File: config.mk
export PLATFORM = sky130hd
export DESIGN_NAME = radio_power_mode_sequencer
export DESIGN_NICKNAME = d
export VERILOG_FILES = /design/src/hdl/pin_sync.v /design/src/hdl/radio_power_mode_sequencer.v
export VERILOG_INCLUDE_DIRS = /design/src /design/src/hdl
export SDC_FILE = /design/constraint.sdc
export NUM_CORES = 1
export LEC_CHECK = 0
export ABC_AREA = 0
export BUFFER_PORTS_ARGS = -buffer_cell sky130_fd_sc_hd__buf_2
export CORE_MARGIN = 2
export CORE_UTILIZATION = 30
export CTS_CLUSTER_SIZE = 20
export DETAILED_ROUTE_END_ITERATION = 7
export PLACE_DENSITY = 0.52
export SLEW_MARGIN = 10
export SYNTH_ARGS = -nofsm -noshare
export SYNTH_HDL_FRONTEND = slang
export SYNTH_HIERARCHICAL = 1
export SYNTH_SLANG_ARGS = --single-unit
export TNS_END_PERCENT = 10
File: constraint.sdc
create_clock -name CLK_I -period 3.9 [get_ports CLK_I]
set_clock_uncertainty 0.15 [all_clocks]
set_input_delay 0.39 -clock CLK_I [delete_from_list [all_inputs] [get_ports CLK_I]]
set_output_delay 0.39 -clock CLK_I [all_outputs]
set_load 0.01 [all_outputs]
File: src/hdl/pwr_seq_defines.vh
// Constants for the radio power mode sequencer.
// Assumes inclusion by bare name from the design files.
`ifndef PWR_SEQ_DEFINES_VH
`define PWR_SEQ_DEFINES_VH
`define MODE_CORE_OFF     4'h0
`define MODE_TOTAL_OFF    4'h1
`define MODE_STANDBY      4'h5
`define MODE_FIFO_ON      4'h6
`define MODE_SYNTH_RX     4'h8
`define MODE_RX_ACTIVE    4'h9
`define MODE_WAKE_RADIO   4'hb
`define MODE_SYNTH_TX     4'hc
`define MODE_TX_ACTIVE    4'hd
`define ADDR_MODE         4'h0
`define ADDR_STATUS       4'h1
`define ADDR_IRQ_STATUS   4'h2
`define ADDR_IRQ_MASK     4'h3
`define ADDR_FIFO         4'h4
`define ADDR_CONFIG       4'h5
`define CONFIG_RESET      8'ha5
`define STAT_BIT_REG_RDY  0
`define STAT_BIT_BROWNOUT 1
`define STAT_BIT_XTAL_OK  2
`define STAT_BIT_FIFO_OK  3
`define IRQ_BIT_MODE_DONE 0
`define IRQ_BIT_BROWNOUT  1
`define IRQ_BIT_XTAL_OK   2
`define IRQ_BIT_FIFO_REF  3
`define XTAL_SETTLE_US    3000
`define CLK_MHZ           50
`define REG_SETTLE_CYC    8'h10
`define INIT_CYC          8'h20
`endif

File: src/hdl/pin_sync.v
// Three-stage synchroniser with agreement filter for one pin.
// Assumes a single clock domain; output changes when stages two and three agree.
`timescale 1ns/1ns
module pin_sync #(
  parameter RESET_VAL = 1'b0
) (
  input  wire clk_i,
  input  wire resetn_i,
  input  wire pin_i,
  output reg  level_o
);
  reg s1_r;
  reg s2_r;
  reg s3_r;
  always @(posedge clk_i or negedge resetn_i) begin
    if (!resetn_i) begin
      s1_r    <= RESET_VAL;
      s2_r    <= RESET_VAL;
      s3_r    <= RESET_VAL;
      level_o <= RESET_VAL;
    end else begin
      s1_r <= pin_i;
      s2_r <= s1_r;
      s3_r <= s2_r;
      if (s2_r == s3_r) begin
        level_o <= s3_r;
      end
    end
  end
endmodule

File: src/hdl/radio_power_mode_sequencer.v
// Radio transceiver power mode sequencer with register port and FIFO gate.
// Assumes a host strobing one-cycle reads and writes; pins sampled asynchronously.
// Notes on behaviour
// Host steps off, standby, transmit, off
// Host steps off, standby, receive, off
// Host waits crystal settling after standby
// Mode write drives regulators automatically
// Status word shows regulator ready flag
// Status word shows brown-out below threshold
// Core-off cuts core supplies, keeps config
// Core-off refuses FIFO, discards contents
// Total-off cuts all, loses all registers (IRQ status is kept)
// Debugger drives wake line only from total-off
// Debugger leaves debug lines undriven when idle (the host model drives a toggling pattern on both)
// Mode codes distinct, receive is 1001
// Core-off waits until FIFO empty
// Select low wakes; MISO low until ready
// Status flags read-only, live on read
//
// The address-and-strobe port and the register offsets were chosen for this implementation.
`timescale 1ns/1ns
`include "pwr_seq_defines.vh"
module radio_power_mode_sequencer #(
  parameter FIFO_DEPTH   = 16,
  parameter XTAL_SETTLE_CYC = (`XTAL_SETTLE_US * `CLK_MHZ)
) (
  input  wire       CLK_I,
  input  wire       RESETN_I,
  input  wire [3:0] ADDR_I,
  input  wire [7:0] WDATA_I,
  input  wire       WR_I,
  input  wire       RD_I,
  output reg  [7:0] RDATA_O,
  input  wire       SUPPLY_LOW_I,
  input  wire       SEL_N_I,
  input  wire       WAKE_DRIVE_LINE_I,
  input  wire       DEBUG_LINE_A_I,
  input  wire       DEBUG_LINE_B_I,
  output reg        MISO_O,
  output reg        MISO_OE_O,
  output reg        CORE_SUPPLY_ON_O,
  output reg        XTAL_ON_O,
  output reg        RX_REG_ON_O,
  output reg        TX_REG_ON_O,
  output reg  [3:0] ACTIVE_MODE_O,
  output reg        IRQ_O
);
  localparam ST_OFF   = 4'b0001;
  localparam ST_INIT  = 4'b0010;
  localparam ST_RUN   = 4'b0100;
  localparam ST_DRAIN = 4'b1000;

  function [7:0] read_word;
    input [3:0] a;
    input [3:0] mode;
    input [7:0] st;
    input [7:0] irq;
    input [7:0] msk;
    input [7:0] fifo;
    input [7:0] cfg;
    begin
      case (a)
        `ADDR_MODE:       read_word = {4'h0, mode};
        `ADDR_STATUS:     read_word = st;
        `ADDR_IRQ_STATUS: read_word = irq;
        `ADDR_IRQ_MASK:   read_word = msk;
        `ADDR_FIFO:       read_word = fifo;
        `ADDR_CONFIG:     read_word = cfg;
        default:          read_word = 8'h00;
      endcase
    end
  endfunction

  wire       sel_n_s;
  wire       supply_low_s;
  wire       wake_s;
  wire       dbg_a_s;
  wire       dbg_b_s;
  reg  [3:0] state_r;
  reg  [3:0] mode_req_r;
  reg  [3:0] mode_r;
  reg  [7:0] cfg_r;
  reg  [7:0] irq_r;
  reg  [7:0] irq_nxt;
  reg  [7:0] mask_r;
  reg  [7:0] init_cnt_r;
  reg  [7:0] reg_cnt_r;
  reg  [31:0] xtal_cnt_r;
  reg        xtal_ok_r;
  reg        reg_rdy_r;
  reg        brown_r;
  reg  [7:0] fifo_mem [0:FIFO_DEPTH-1];
  reg  [4:0] fifo_cnt_r;
  reg  [3:0] wp_r;
  reg  [3:0] rp_r;

  pin_sync #(.RESET_VAL(1'b1)) u_sel  (.clk_i(CLK_I), .resetn_i(RESETN_I), .pin_i(SEL_N_I), .level_o(sel_n_s));
  pin_sync #(.RESET_VAL(1'b0)) u_sup  (.clk_i(CLK_I), .resetn_i(RESETN_I), .pin_i(SUPPLY_LOW_I),
                                       .level_o(supply_low_s));
  // Debugger lines only observed; the adapter owns their drive
  pin_sync #(.RESET_VAL(1'b0)) u_wake (.clk_i(CLK_I), .resetn_i(RESETN_I), .pin_i(WAKE_DRIVE_LINE_I),
                                       .level_o(wake_s));
  pin_sync #(.RESET_VAL(1'b0)) u_dbga (.clk_i(CLK_I), .resetn_i(RESETN_I), .pin_i(DEBUG_LINE_A_I),
                                       .level_o(dbg_a_s));
  pin_sync #(.RESET_VAL(1'b0)) u_dbgb (.clk_i(CLK_I), .resetn_i(RESETN_I), .pin_i(DEBUG_LINE_B_I),
                                       .level_o(dbg_b_s));

  wire       is_run   = (state_r == ST_RUN);
  // Drain must let the host empty the FIFO, else the held mode never arrives
  wire       fifo_ok  = (is_run || state_r == ST_DRAIN) && (mode_r != `MODE_CORE_OFF) && (mode_r != `MODE_STANDBY);
  wire       wr_mode  = WR_I && (ADDR_I == `ADDR_MODE) && (state_r == ST_RUN || state_r == ST_DRAIN);
  wire       fifo_wr  = WR_I && (ADDR_I == `ADDR_FIFO) && fifo_ok && (fifo_cnt_r != FIFO_DEPTH);
  wire       fifo_rd  = RD_I && (ADDR_I == `ADDR_FIFO) && fifo_ok && (fifo_cnt_r != 5'h00);
  wire       fifo_ref = (WR_I || RD_I) && (ADDR_I == `ADDR_FIFO) && !fifo_ok;
  wire       wake_req = !sel_n_s || wake_s;
  wire       need_rx  = (mode_r == `MODE_SYNTH_RX) || (mode_r == `MODE_RX_ACTIVE);
  wire       need_tx  = (mode_r == `MODE_SYNTH_TX) || (mode_r == `MODE_TX_ACTIVE);
  wire       xtal_need = is_run && (mode_r != `MODE_CORE_OFF) && (mode_r != `MODE_WAKE_RADIO);
  wire [7:0] status_w = {4'h0, fifo_ok, xtal_ok_r, brown_r, reg_rdy_r};
  wire       mode_done = is_run && !reg_rdy_r && (reg_cnt_r == 8'h01);

  always @* begin
    irq_nxt = irq_r;
    if (RD_I && ADDR_I == `ADDR_IRQ_STATUS) begin
      irq_nxt = 8'h00;
    end
    // Sets last so an event in the clearing cycle survives
    if (mode_done) irq_nxt[`IRQ_BIT_MODE_DONE] = 1'b1;
    if (supply_low_s && !brown_r) irq_nxt[`IRQ_BIT_BROWNOUT] = 1'b1;
    if (xtal_need && !xtal_ok_r && xtal_cnt_r == XTAL_SETTLE_CYC - 1) irq_nxt[`IRQ_BIT_XTAL_OK] = 1'b1;
    if (fifo_ref) irq_nxt[`IRQ_BIT_FIFO_REF] = 1'b1;
  end

  always @(posedge CLK_I or negedge RESETN_I) begin
    if (!RESETN_I) begin
      state_r    <= ST_INIT;
      mode_req_r <= `MODE_CORE_OFF;
      mode_r     <= `MODE_CORE_OFF;
      cfg_r      <= `CONFIG_RESET;
      irq_r      <= 8'h00;
      mask_r     <= 8'h00;
      init_cnt_r <= 8'h00;
      reg_cnt_r  <= 8'h00;
      xtal_cnt_r <= 32'h0;
      xtal_ok_r  <= 1'b0;
      reg_rdy_r  <= 1'b0;
      brown_r    <= 1'b0;
      fifo_cnt_r <= 5'h00;
      wp_r       <= 4'h0;
      rp_r       <= 4'h0;
      RDATA_O    <= 8'h00;
    end else begin
      irq_r   <= irq_nxt;
      brown_r <= supply_low_s; // see R06
      RDATA_O <= 8'h00;
      if (RD_I) begin
        RDATA_O <= (ADDR_I == `ADDR_FIFO) ? (fifo_rd ? fifo_mem[rp_r] : 8'h00)
                 : read_word(ADDR_I, mode_r, status_w, irq_r, mask_r, 8'h00, cfg_r); // see R05
      end
      if (WR_I && ADDR_I == `ADDR_IRQ_MASK && state_r != ST_OFF) mask_r <= WDATA_I;
      if (WR_I && ADDR_I == `ADDR_CONFIG && state_r != ST_OFF) cfg_r <= WDATA_I;
      if (fifo_wr) begin
        fifo_mem[wp_r] <= WDATA_I;
        wp_r <= wp_r + 4'h1;
      end
      if (fifo_rd) rp_r <= rp_r + 4'h1;
      fifo_cnt_r <= fifo_cnt_r + {4'h0, fifo_wr} - {4'h0, fifo_rd};
      if (xtal_need && !xtal_ok_r) begin
        xtal_cnt_r <= xtal_cnt_r + 32'h1;
        if (xtal_cnt_r == XTAL_SETTLE_CYC - 1) xtal_ok_r <= 1'b1;
      end else if (!xtal_need) begin
        xtal_cnt_r <= 32'h0;
        xtal_ok_r  <= 1'b0;
      end
      if (reg_cnt_r != 8'h00) begin
        reg_cnt_r <= reg_cnt_r - 8'h01;
        if (reg_cnt_r == 8'h01) reg_rdy_r <= 1'b1;
      end
      case (state_r)
        ST_OFF: begin
          // Mode, config, mask and FIFO lost, IRQ status kept; wake restarts from defaults
          mode_r     <= `MODE_TOTAL_OFF;
          cfg_r      <= `CONFIG_RESET;
          mask_r     <= 8'h00;
          reg_rdy_r  <= 1'b0;
          fifo_cnt_r <= 5'h00;
          wp_r       <= 4'h0;
          rp_r       <= 4'h0;
          if (wake_req) begin
            state_r    <= ST_INIT;
            init_cnt_r <= 8'h00;
            mode_r     <= `MODE_CORE_OFF; // Init powers the core, so no longer total-off
          end
        end
        ST_INIT: begin
          init_cnt_r <= init_cnt_r + 8'h01;
          if (init_cnt_r == `INIT_CYC) begin
            state_r   <= ST_RUN;
            mode_r    <= `MODE_CORE_OFF;
            reg_cnt_r <= `REG_SETTLE_CYC;
          end
        end
        ST_RUN: begin
          if (wr_mode) begin
            mode_req_r <= WDATA_I[3:0];
            if (WDATA_I[3:0] == `MODE_TOTAL_OFF) begin
              state_r <= ST_OFF;
            end else if ((WDATA_I[3:0] == `MODE_CORE_OFF || WDATA_I[3:0] == `MODE_STANDBY) &&
                         fifo_cnt_r != 5'h00) begin
              state_r <= ST_DRAIN;
            end else begin
              mode_r    <= WDATA_I[3:0];
              reg_rdy_r <= 1'b0;
              reg_cnt_r <= `REG_SETTLE_CYC;
              if (WDATA_I[3:0] == `MODE_CORE_OFF || WDATA_I[3:0] == `MODE_STANDBY) begin
                fifo_cnt_r <= 5'h00;
                wp_r <= 4'h0;
                rp_r <= 4'h0;
              end
            end
          end
        end
        ST_DRAIN: begin
          if (wr_mode) begin
            mode_req_r <= WDATA_I[3:0];
          end
          if (wr_mode && WDATA_I[3:0] != `MODE_CORE_OFF && WDATA_I[3:0] != `MODE_STANDBY) begin
            state_r <= (WDATA_I[3:0] == `MODE_TOTAL_OFF) ? ST_OFF : ST_RUN;
            if (WDATA_I[3:0] != `MODE_TOTAL_OFF) mode_r <= WDATA_I[3:0];
          end else if (fifo_cnt_r == 5'h00 || (fifo_cnt_r == 5'h01 && fifo_rd)) begin
            state_r    <= ST_RUN;
            mode_r     <= mode_req_r;
            reg_rdy_r  <= 1'b0;
            reg_cnt_r  <= `REG_SETTLE_CYC;
          end
        end
        default: state_r <= ST_INIT;
      endcase
    end
  end

  always @(posedge CLK_I or negedge RESETN_I) begin
    if (!RESETN_I) begin
      MISO_O           <= 1'b0;
      MISO_OE_O        <= 1'b0;
      CORE_SUPPLY_ON_O <= 1'b0;
      XTAL_ON_O        <= 1'b0;
      RX_REG_ON_O      <= 1'b0;
      TX_REG_ON_O      <= 1'b0;
      ACTIVE_MODE_O    <= 4'h0;
      IRQ_O            <= 1'b0;
    end else begin
      // MISO low through init, high once ready whether or not selected; only the output enable follows select
      MISO_OE_O        <= !sel_n_s;
      MISO_O           <= is_run || state_r == ST_DRAIN;
      CORE_SUPPLY_ON_O <= (is_run && mode_r != `MODE_CORE_OFF && mode_r != `MODE_WAKE_RADIO) ||
                          state_r == ST_DRAIN || state_r == ST_INIT; // see R07
      XTAL_ON_O        <= xtal_need;
      RX_REG_ON_O      <= is_run && need_rx;
      TX_REG_ON_O      <= is_run && need_tx;
      ACTIVE_MODE_O    <= mode_r;
      IRQ_O            <= |(irq_nxt & mask_r);
    end
  end
endmodule

* Yosys cells after proc, flatten, opt, wreduce, memory -nomap -nowiden
Memories as Yosys holds them, arrays and structs flattened.
Index checks and enable logic that the tools add are counted.
** Word-level totals
- ROM bits :: 0
- Memories kept :: 1
- Bits in registers :: 131
- Bits in latches :: 0
- RAM bits :: 128
- Input port bits :: 21
** Operators by class
- Shifts and indexed selects :: 0
- Multiply operators :: 0
- Eq/ne operators :: 38
- Add/subtract/negate cells :: 7
- Divide/modulo/power cells :: 0
- Bitwise gates (word level) :: 1
- Reductions and logical operators :: 63
- Muxes and demuxes :: 73
- $lt $le $gt $ge :: 0
** Memory list
- fifo_mem :: words 16, bits a word 8, rd ports 1, clocked after Yosys merged registers in 0, wr ports 1, line radio_power_mode_sequencer.v:92 : reg [7:0] fifo_mem [0:FIFO_DEPTH-1];
** Operator list (number)
- 8-bit two-way mux :: 16
- 4-bit two-way mux :: 24
- 32-bit two-way mux :: 2
- 8-bit one-hot mux with 5 select lines :: 1
- 32-bit by 1-bit adder with 32-bit output (second input constant) :: 1
- 32-bit by 18-bit == test with 1-bit output (second input constant) :: 1
- 4-bit one-hot mux with 4 select lines :: 2
- 1-bit logical AND :: 31
- 8-bit one-hot mux with 3 select lines :: 1
- 4-bit == test (second input constant) :: 5
- 5-bit two-way mux :: 4
- 1-bit two-way mux :: 17
- 4-bit by 3-bit == test with 1-bit output (second input constant) :: 4
- 4-bit one-hot mux with 2 select lines :: 2
- 8-bit one-hot mux with 2 select lines :: 1
- 4-bit by 1-bit == test with 1-bit output (second input constant) :: 3
- 4-bit by 2-bit == test with 1-bit output (second input constant) :: 3
- 4-bit nonzero test :: 3
- 5-bit one-hot mux with 2 select lines :: 1
- 1-bit logical OR :: 9
- 4-bit by 1-bit adder with 4-bit output (second input constant) :: 2
- 8-bit by 1-bit adder with 8-bit output (second input constant) :: 1
- 8-bit AND :: 1
- 8-bit by 1-bit == test with 1-bit output (second input constant) :: 1
- other kinds (27) :: 46

* Depth between registers and ports, before layout
- Word-level depth :: 13
- Gate-level depth with buffers :: 15
- Mapped depth without buffers :: 14

* By module
Netlist, hierarchy kept.
** Modules (own cells, without submodules)
- radio_power_mode_sequencer :: area each 10989.3 sq um, times used 1, cells an instance 841
- pin_sync (u_sup ...) :: area each 111.4 sq um, times used 2, cells an instance 5
- pin_sync (u_sel) :: area each 116.4 sq um, times used 1, cells an instance 5

* Worst setup path before layout
Ideal clock, no wire load.
- Kind :: flip-flop to flip-flop
- Start point :: register fifo_cnt_r[3]
- End point :: register fifo_cnt_r[4]
- Library setup time :: 121 ps
- Clock period less this slack :: 3194 ps
- Setup slack :: 706 ps
- Path buffers :: 1
- Stages on the path, launching flop included :: 15
- Arrival :: 2923 ps
- Required time :: 3629 ps
- Path through :: dfrtp_1 > inv_1 > ha_1 > or4b_2 > and3_1 > buf_2 > ha_1 > inv_1 > ha_1 > fa_1 > a21oi_1 > nor2_1 > nor2_1 > xnor2_1 > nor2_1
** On the way
- Longest elaborated chain between the ends :: 9
- Elaborated cells on any way between the ends :: 12
- Those cells by class :: 2 x add/sub; 1 x eq/ne; 5 x mux; 4 x reduce/logical
** Ends and longest elaborated chain
- start: declaration :: line radio_power_mode_sequencer.v:93 : reg [4:0] fifo_cnt_r;
- start signal: assignment :: line radio_power_mode_sequencer.v:167 : fifo_cnt_r <= fifo_cnt_r + {4'h0, fifo_wr} - {4'h0, fifo_rd};
- 5-bit inequality test :: line radio_power_mode_sequencer.v:112 : wire fifo_wr = WR_I && (ADDR_I == `ADDR_FIFO) && fifo_ok && (fifo_cnt_r != FIFO_DEPTH);
- 1-bit logical AND :: line radio_power_mode_sequencer.v:112
- 5-bit by 1-bit adder with 5-bit output :: line radio_power_mode_sequencer.v:167
- 5-bit by 1-bit subtractor with 5-bit output :: line radio_power_mode_sequencer.v:167
- 5-bit two-way mux :: line radio_power_mode_sequencer.v:215 : if (WDATA_I[3:0] == `MODE_CORE_OFF || WDATA_I[3:0] == `MODE_STANDBY) begin
- 5-bit two-way mux :: line radio_power_mode_sequencer.v:208 : end else if ((WDATA_I[3:0] == `MODE_CORE_OFF || WDATA_I[3:0] == `MODE_STANDBY) &&
- 5-bit two-way mux :: line radio_power_mode_sequencer.v:206 : if (WDATA_I[3:0] == `MODE_TOTAL_OFF) begin
- 5-bit two-way mux :: line radio_power_mode_sequencer.v:204 : if (wr_mode) begin
- 5-bit one-hot mux with 2 select lines (*) :: line radio_power_mode_sequencer.v:179 : case (state_r)
Every way passes the cells marked *; elsewhere a longest branch is shown, timed or not.
A chain may end at the register's enable or synchronous reset.

* Worst setup path after layout
- Start point :: register mode_r[2]
- End point :: register fifo_cnt_r[4]
** On the way
- Longest elaborated chain between the ends :: 12
- Elaborated cells on any way between the ends :: 15
- Those cells by class :: 2 x add/sub; 1 x eq/ne; 5 x mux; 7 x reduce/logical
** Ends and longest elaborated chain
- start: declaration :: line radio_power_mode_sequencer.v:81 : reg [3:0] mode_r;
- start signal: assignment :: line radio_power_mode_sequencer.v:138 : mode_r <= `MODE_CORE_OFF;
- start signal: assignment :: line radio_power_mode_sequencer.v:182 : mode_r <= `MODE_TOTAL_OFF;
- start signal: assignment :: line radio_power_mode_sequencer.v:192 : mode_r <= `MODE_CORE_OFF;
- 4-bit nonzero test (no source line)
- 1-bit logical AND :: line radio_power_mode_sequencer.v:110 : wire fifo_ok = (is_run || state_r == ST_DRAIN) && (mode_r != `MODE_CORE_OFF) && (mode_r != `MODE_STANDBY);
- 1-bit logical AND (*) :: line radio_power_mode_sequencer.v:110
- 1-bit logical AND (2 in series) :: line radio_power_mode_sequencer.v:112
- 5-bit by 1-bit adder with 5-bit output :: line radio_power_mode_sequencer.v:167
- 5-bit by 1-bit subtractor with 5-bit output (*) :: line radio_power_mode_sequencer.v:167
- 5-bit two-way mux :: line radio_power_mode_sequencer.v:215
- 5-bit two-way mux :: line radio_power_mode_sequencer.v:208
- 5-bit two-way mux :: line radio_power_mode_sequencer.v:206
- 5-bit two-way mux :: line radio_power_mode_sequencer.v:204
- 5-bit one-hot mux with 2 select lines (*) :: line radio_power_mode_sequencer.v:179
Marked as above.

==> metrics.txt <==
share of layout cells above drive strength 1 0.2053; Worst-path clk slew 60 ps; die area 39,330 um^2; die span in y 198.3 um; FF+latch count, synth 259; final worst slack 687.1 ps; P&R area growth vs syn 17.53%; Max Clock Freq 0.3112 GHz; vias in the first global route 6,996; required time of the critical path 4180 ps; P_leak 5.050 nW; Max VDD drop 0.0002990 V; Worst Tran Pin Value 928.1 ps; register area 7134 um^2; drc violations 0; CTS buffer count 30; area of the multi-input gates 3951 um^2; Mapped Cells 856; worst hold path type in -> reg; grt total ovfl 0; main combinational cell family by area after synthesis simple AND/OR/NAND/NOR gates; largest net degree at the start of global routing 69; die width 198.3 um; WS Path Type reg -> reg; core area 37,400 um^2; Setup Viol. Count Final 0; CP Launch Type register; cell taking the most area after synthesis edfxtp_1; antenna-violating nets left 0; Cell Area, Synth 11,330 um^2; WL final 25,480 um; first-pass detailed-route iteration total 6; pre-CTS setup slack 701.6 ps; Fin Hold WS 141.2 ps; compound-cell area share of the yosys netlist 0.06859; layout net count 960; syn avg cell area 13.23 um^2; Worst setup EP type register; fin crit period 3213 ps; Yosys warning count 6; DP HPWL 16,720 um; clock root buffer clkbuf_16; Synth Area in Adders 0.02353; gpl congestion 0.8264; First DRT Iteration DRCs 418; CTS max path bufs 3; Yosys cell types 70; clock latency on the worst-skew pair 540 ps; FP Rows 71; final setup TNS 0 ps; # fillers 3,626; most common cell after layout, fill and taps aside edfxtp_1; Yosys top cell area share 0.3393; Critical Path AT 3490 ps; number of antenna violations at the first check in global routing 1; multiplexer share of the synthesized area 0.08438; syn_nets 895; clk sinks 259; max cap viols 0; Synth Area in XOR/XNOR 0.03247; Final Max Slew Viols 0; io pins 40; H-tree levels 1; Seq/Total Area, Yosys 0.6297; CTS tree built; asr flop ratio synth 0.5058; port bufs 37; number of synthesized flops with an enable pin 128; peak fanout along the critical path 7; RSZ-0062 raised after global routing no; Synth Area in Simple Gates 0.1383; wire length per cell 17.50 um; outcome finished, final reports clean; vias post-DR 6,955; buffer count from post-CTS setup fixing 0; Final Hold Fails 0; commonest non-fill, non-tap cells in the layout edfxtp_1 (128), dfrtp_1 (121), nor2_1 (78); PD cells 557.7 nW/um^2; total track usage 0.1328; main flop type after synthesis edfxtp_1; Area contributors post-synth edfxtp_1 (34%), dfrtp_1 (27%), mux4_2 (6.4%), nor2_1 (2.6%), nand2_1 (2.2%); first-pass GRT wire length 40,520 um; final cycle utilization of the critical path 0.8238; slew margin rel. 0.3789; vias per cell 4.777; Ant. Diodes 0; Initial Utilization 0.3029
==> synth_stat cells (all sizes together) (22+ instances only) <==
cell,instances
a21oi,32
clkbuf,22
dfrtp,122
edfxtp,128
inv,24
mux4,32
nand2,67
nand3,42
nor2,78
nor3,24
o21ai,34
xnor2,22
==> layout make-up <==
type	instances	area share
Sequential cell	259	0.5359
Multi-Input combinational cell	535	0.2968
Clock inverter	16	0.01278
Tap cell	511	0.04802
Inverter	24	0.006766
Clock buffer	40	0.06456
Timing Repair Buffer	71	0.03524
==> routing by layer <==
layer | track usage | vias to the layer above | share of wire
li1 | - | 3302 | -
met2 | 0.2135 | 124 | 0.47
met1 | 0.1866 | 3489 | 0.47
met5 | 0 | - | 0.00047
met4 | 0.03202 | 2 | 0.018
met3 | 0.02334 | 38 | 0.042
==> state kept, by name (all words and copies together) (netlist names), 5 cells and up <==
name,count
RDATA_O,8
cfg_r,8
fifo_cnt_r,5
fifo_mem,128
init_cnt_r,8
irq_r,8
mask_r,8
reg_cnt_r,8
xtal_cnt_r,32
==> worst max-delay path: stages (launching register included) <==
cell and delay, ps:
dfrtp_1 490, xnor2_1 200, a2111oi_4 510, and4_1 290, inv_1 50, ha_1 260, inv_1 40, ha_1 190
fa_1 400, a21oi_1 150, nor2_1 60, nor2_1 120, xnor2_1 130, nor2_1 50
==> timing repair <==
item                      in CTS  in global routing
hold buffers                   4                  0
hold endpoints to repair      61                  0
resized for setup              0                  0
==> power by group <==
| group | switching (mW) | internal (mW) |
|---|---|---|
| Combinational | 0.726 | 0.529 |
| Clock | 1.12 | 1.74 |
| Sequential | 0.199 | 3.11 |
| Total | 2.05 | 5.38 |
==> kinds of logic (layout without fill, tap and decap cells) <==
kind of cell / count (synthesis) / after routing
xor+xnor: 42 / 42
buf+inv: 62 / 151
mux: 54 / 54
flops: 259 / 259
simple gates: 300 / 300
fa+ha+maj: 21 / 21
compound gates: 118 / 118
==> per-stage QoR <==
stage               total power [mW]    util  cells  instance area, um^2
finish                         7.426  0.3560   1456                13310
global route                   7.813  0.3560   1456                13310
CTS                            7.526  0.3560   1456                13310
detailed placement             4.631  0.3274   1396                12240
global placement               4.617  0.3274   1396                12240
floorplan                      4.202       -    856                11330
==> worst paths after layout <==
kind                                         to  depth (start not counted)  slack (ps)         from
worst max-delay path              fifo_cnt_r[4]                         13         690    mode_r[2]
worst min-delay path            fifo_mem[11][4]                          1         140   WDATA_I[4]
max in group asynchronous            u_sel/s2_r                          3        2330     RESETN_I
min in group asynchronous            RDATA_O[5]                          2         290     RESETN_I
worst min register to register      u_wake/s2_r                          0         200  u_wake/s1_r
worst max register to register    fifo_cnt_r[4]                         13         690    mode_r[2]
No activity file was read; power rests on OpenSTA's default activity.
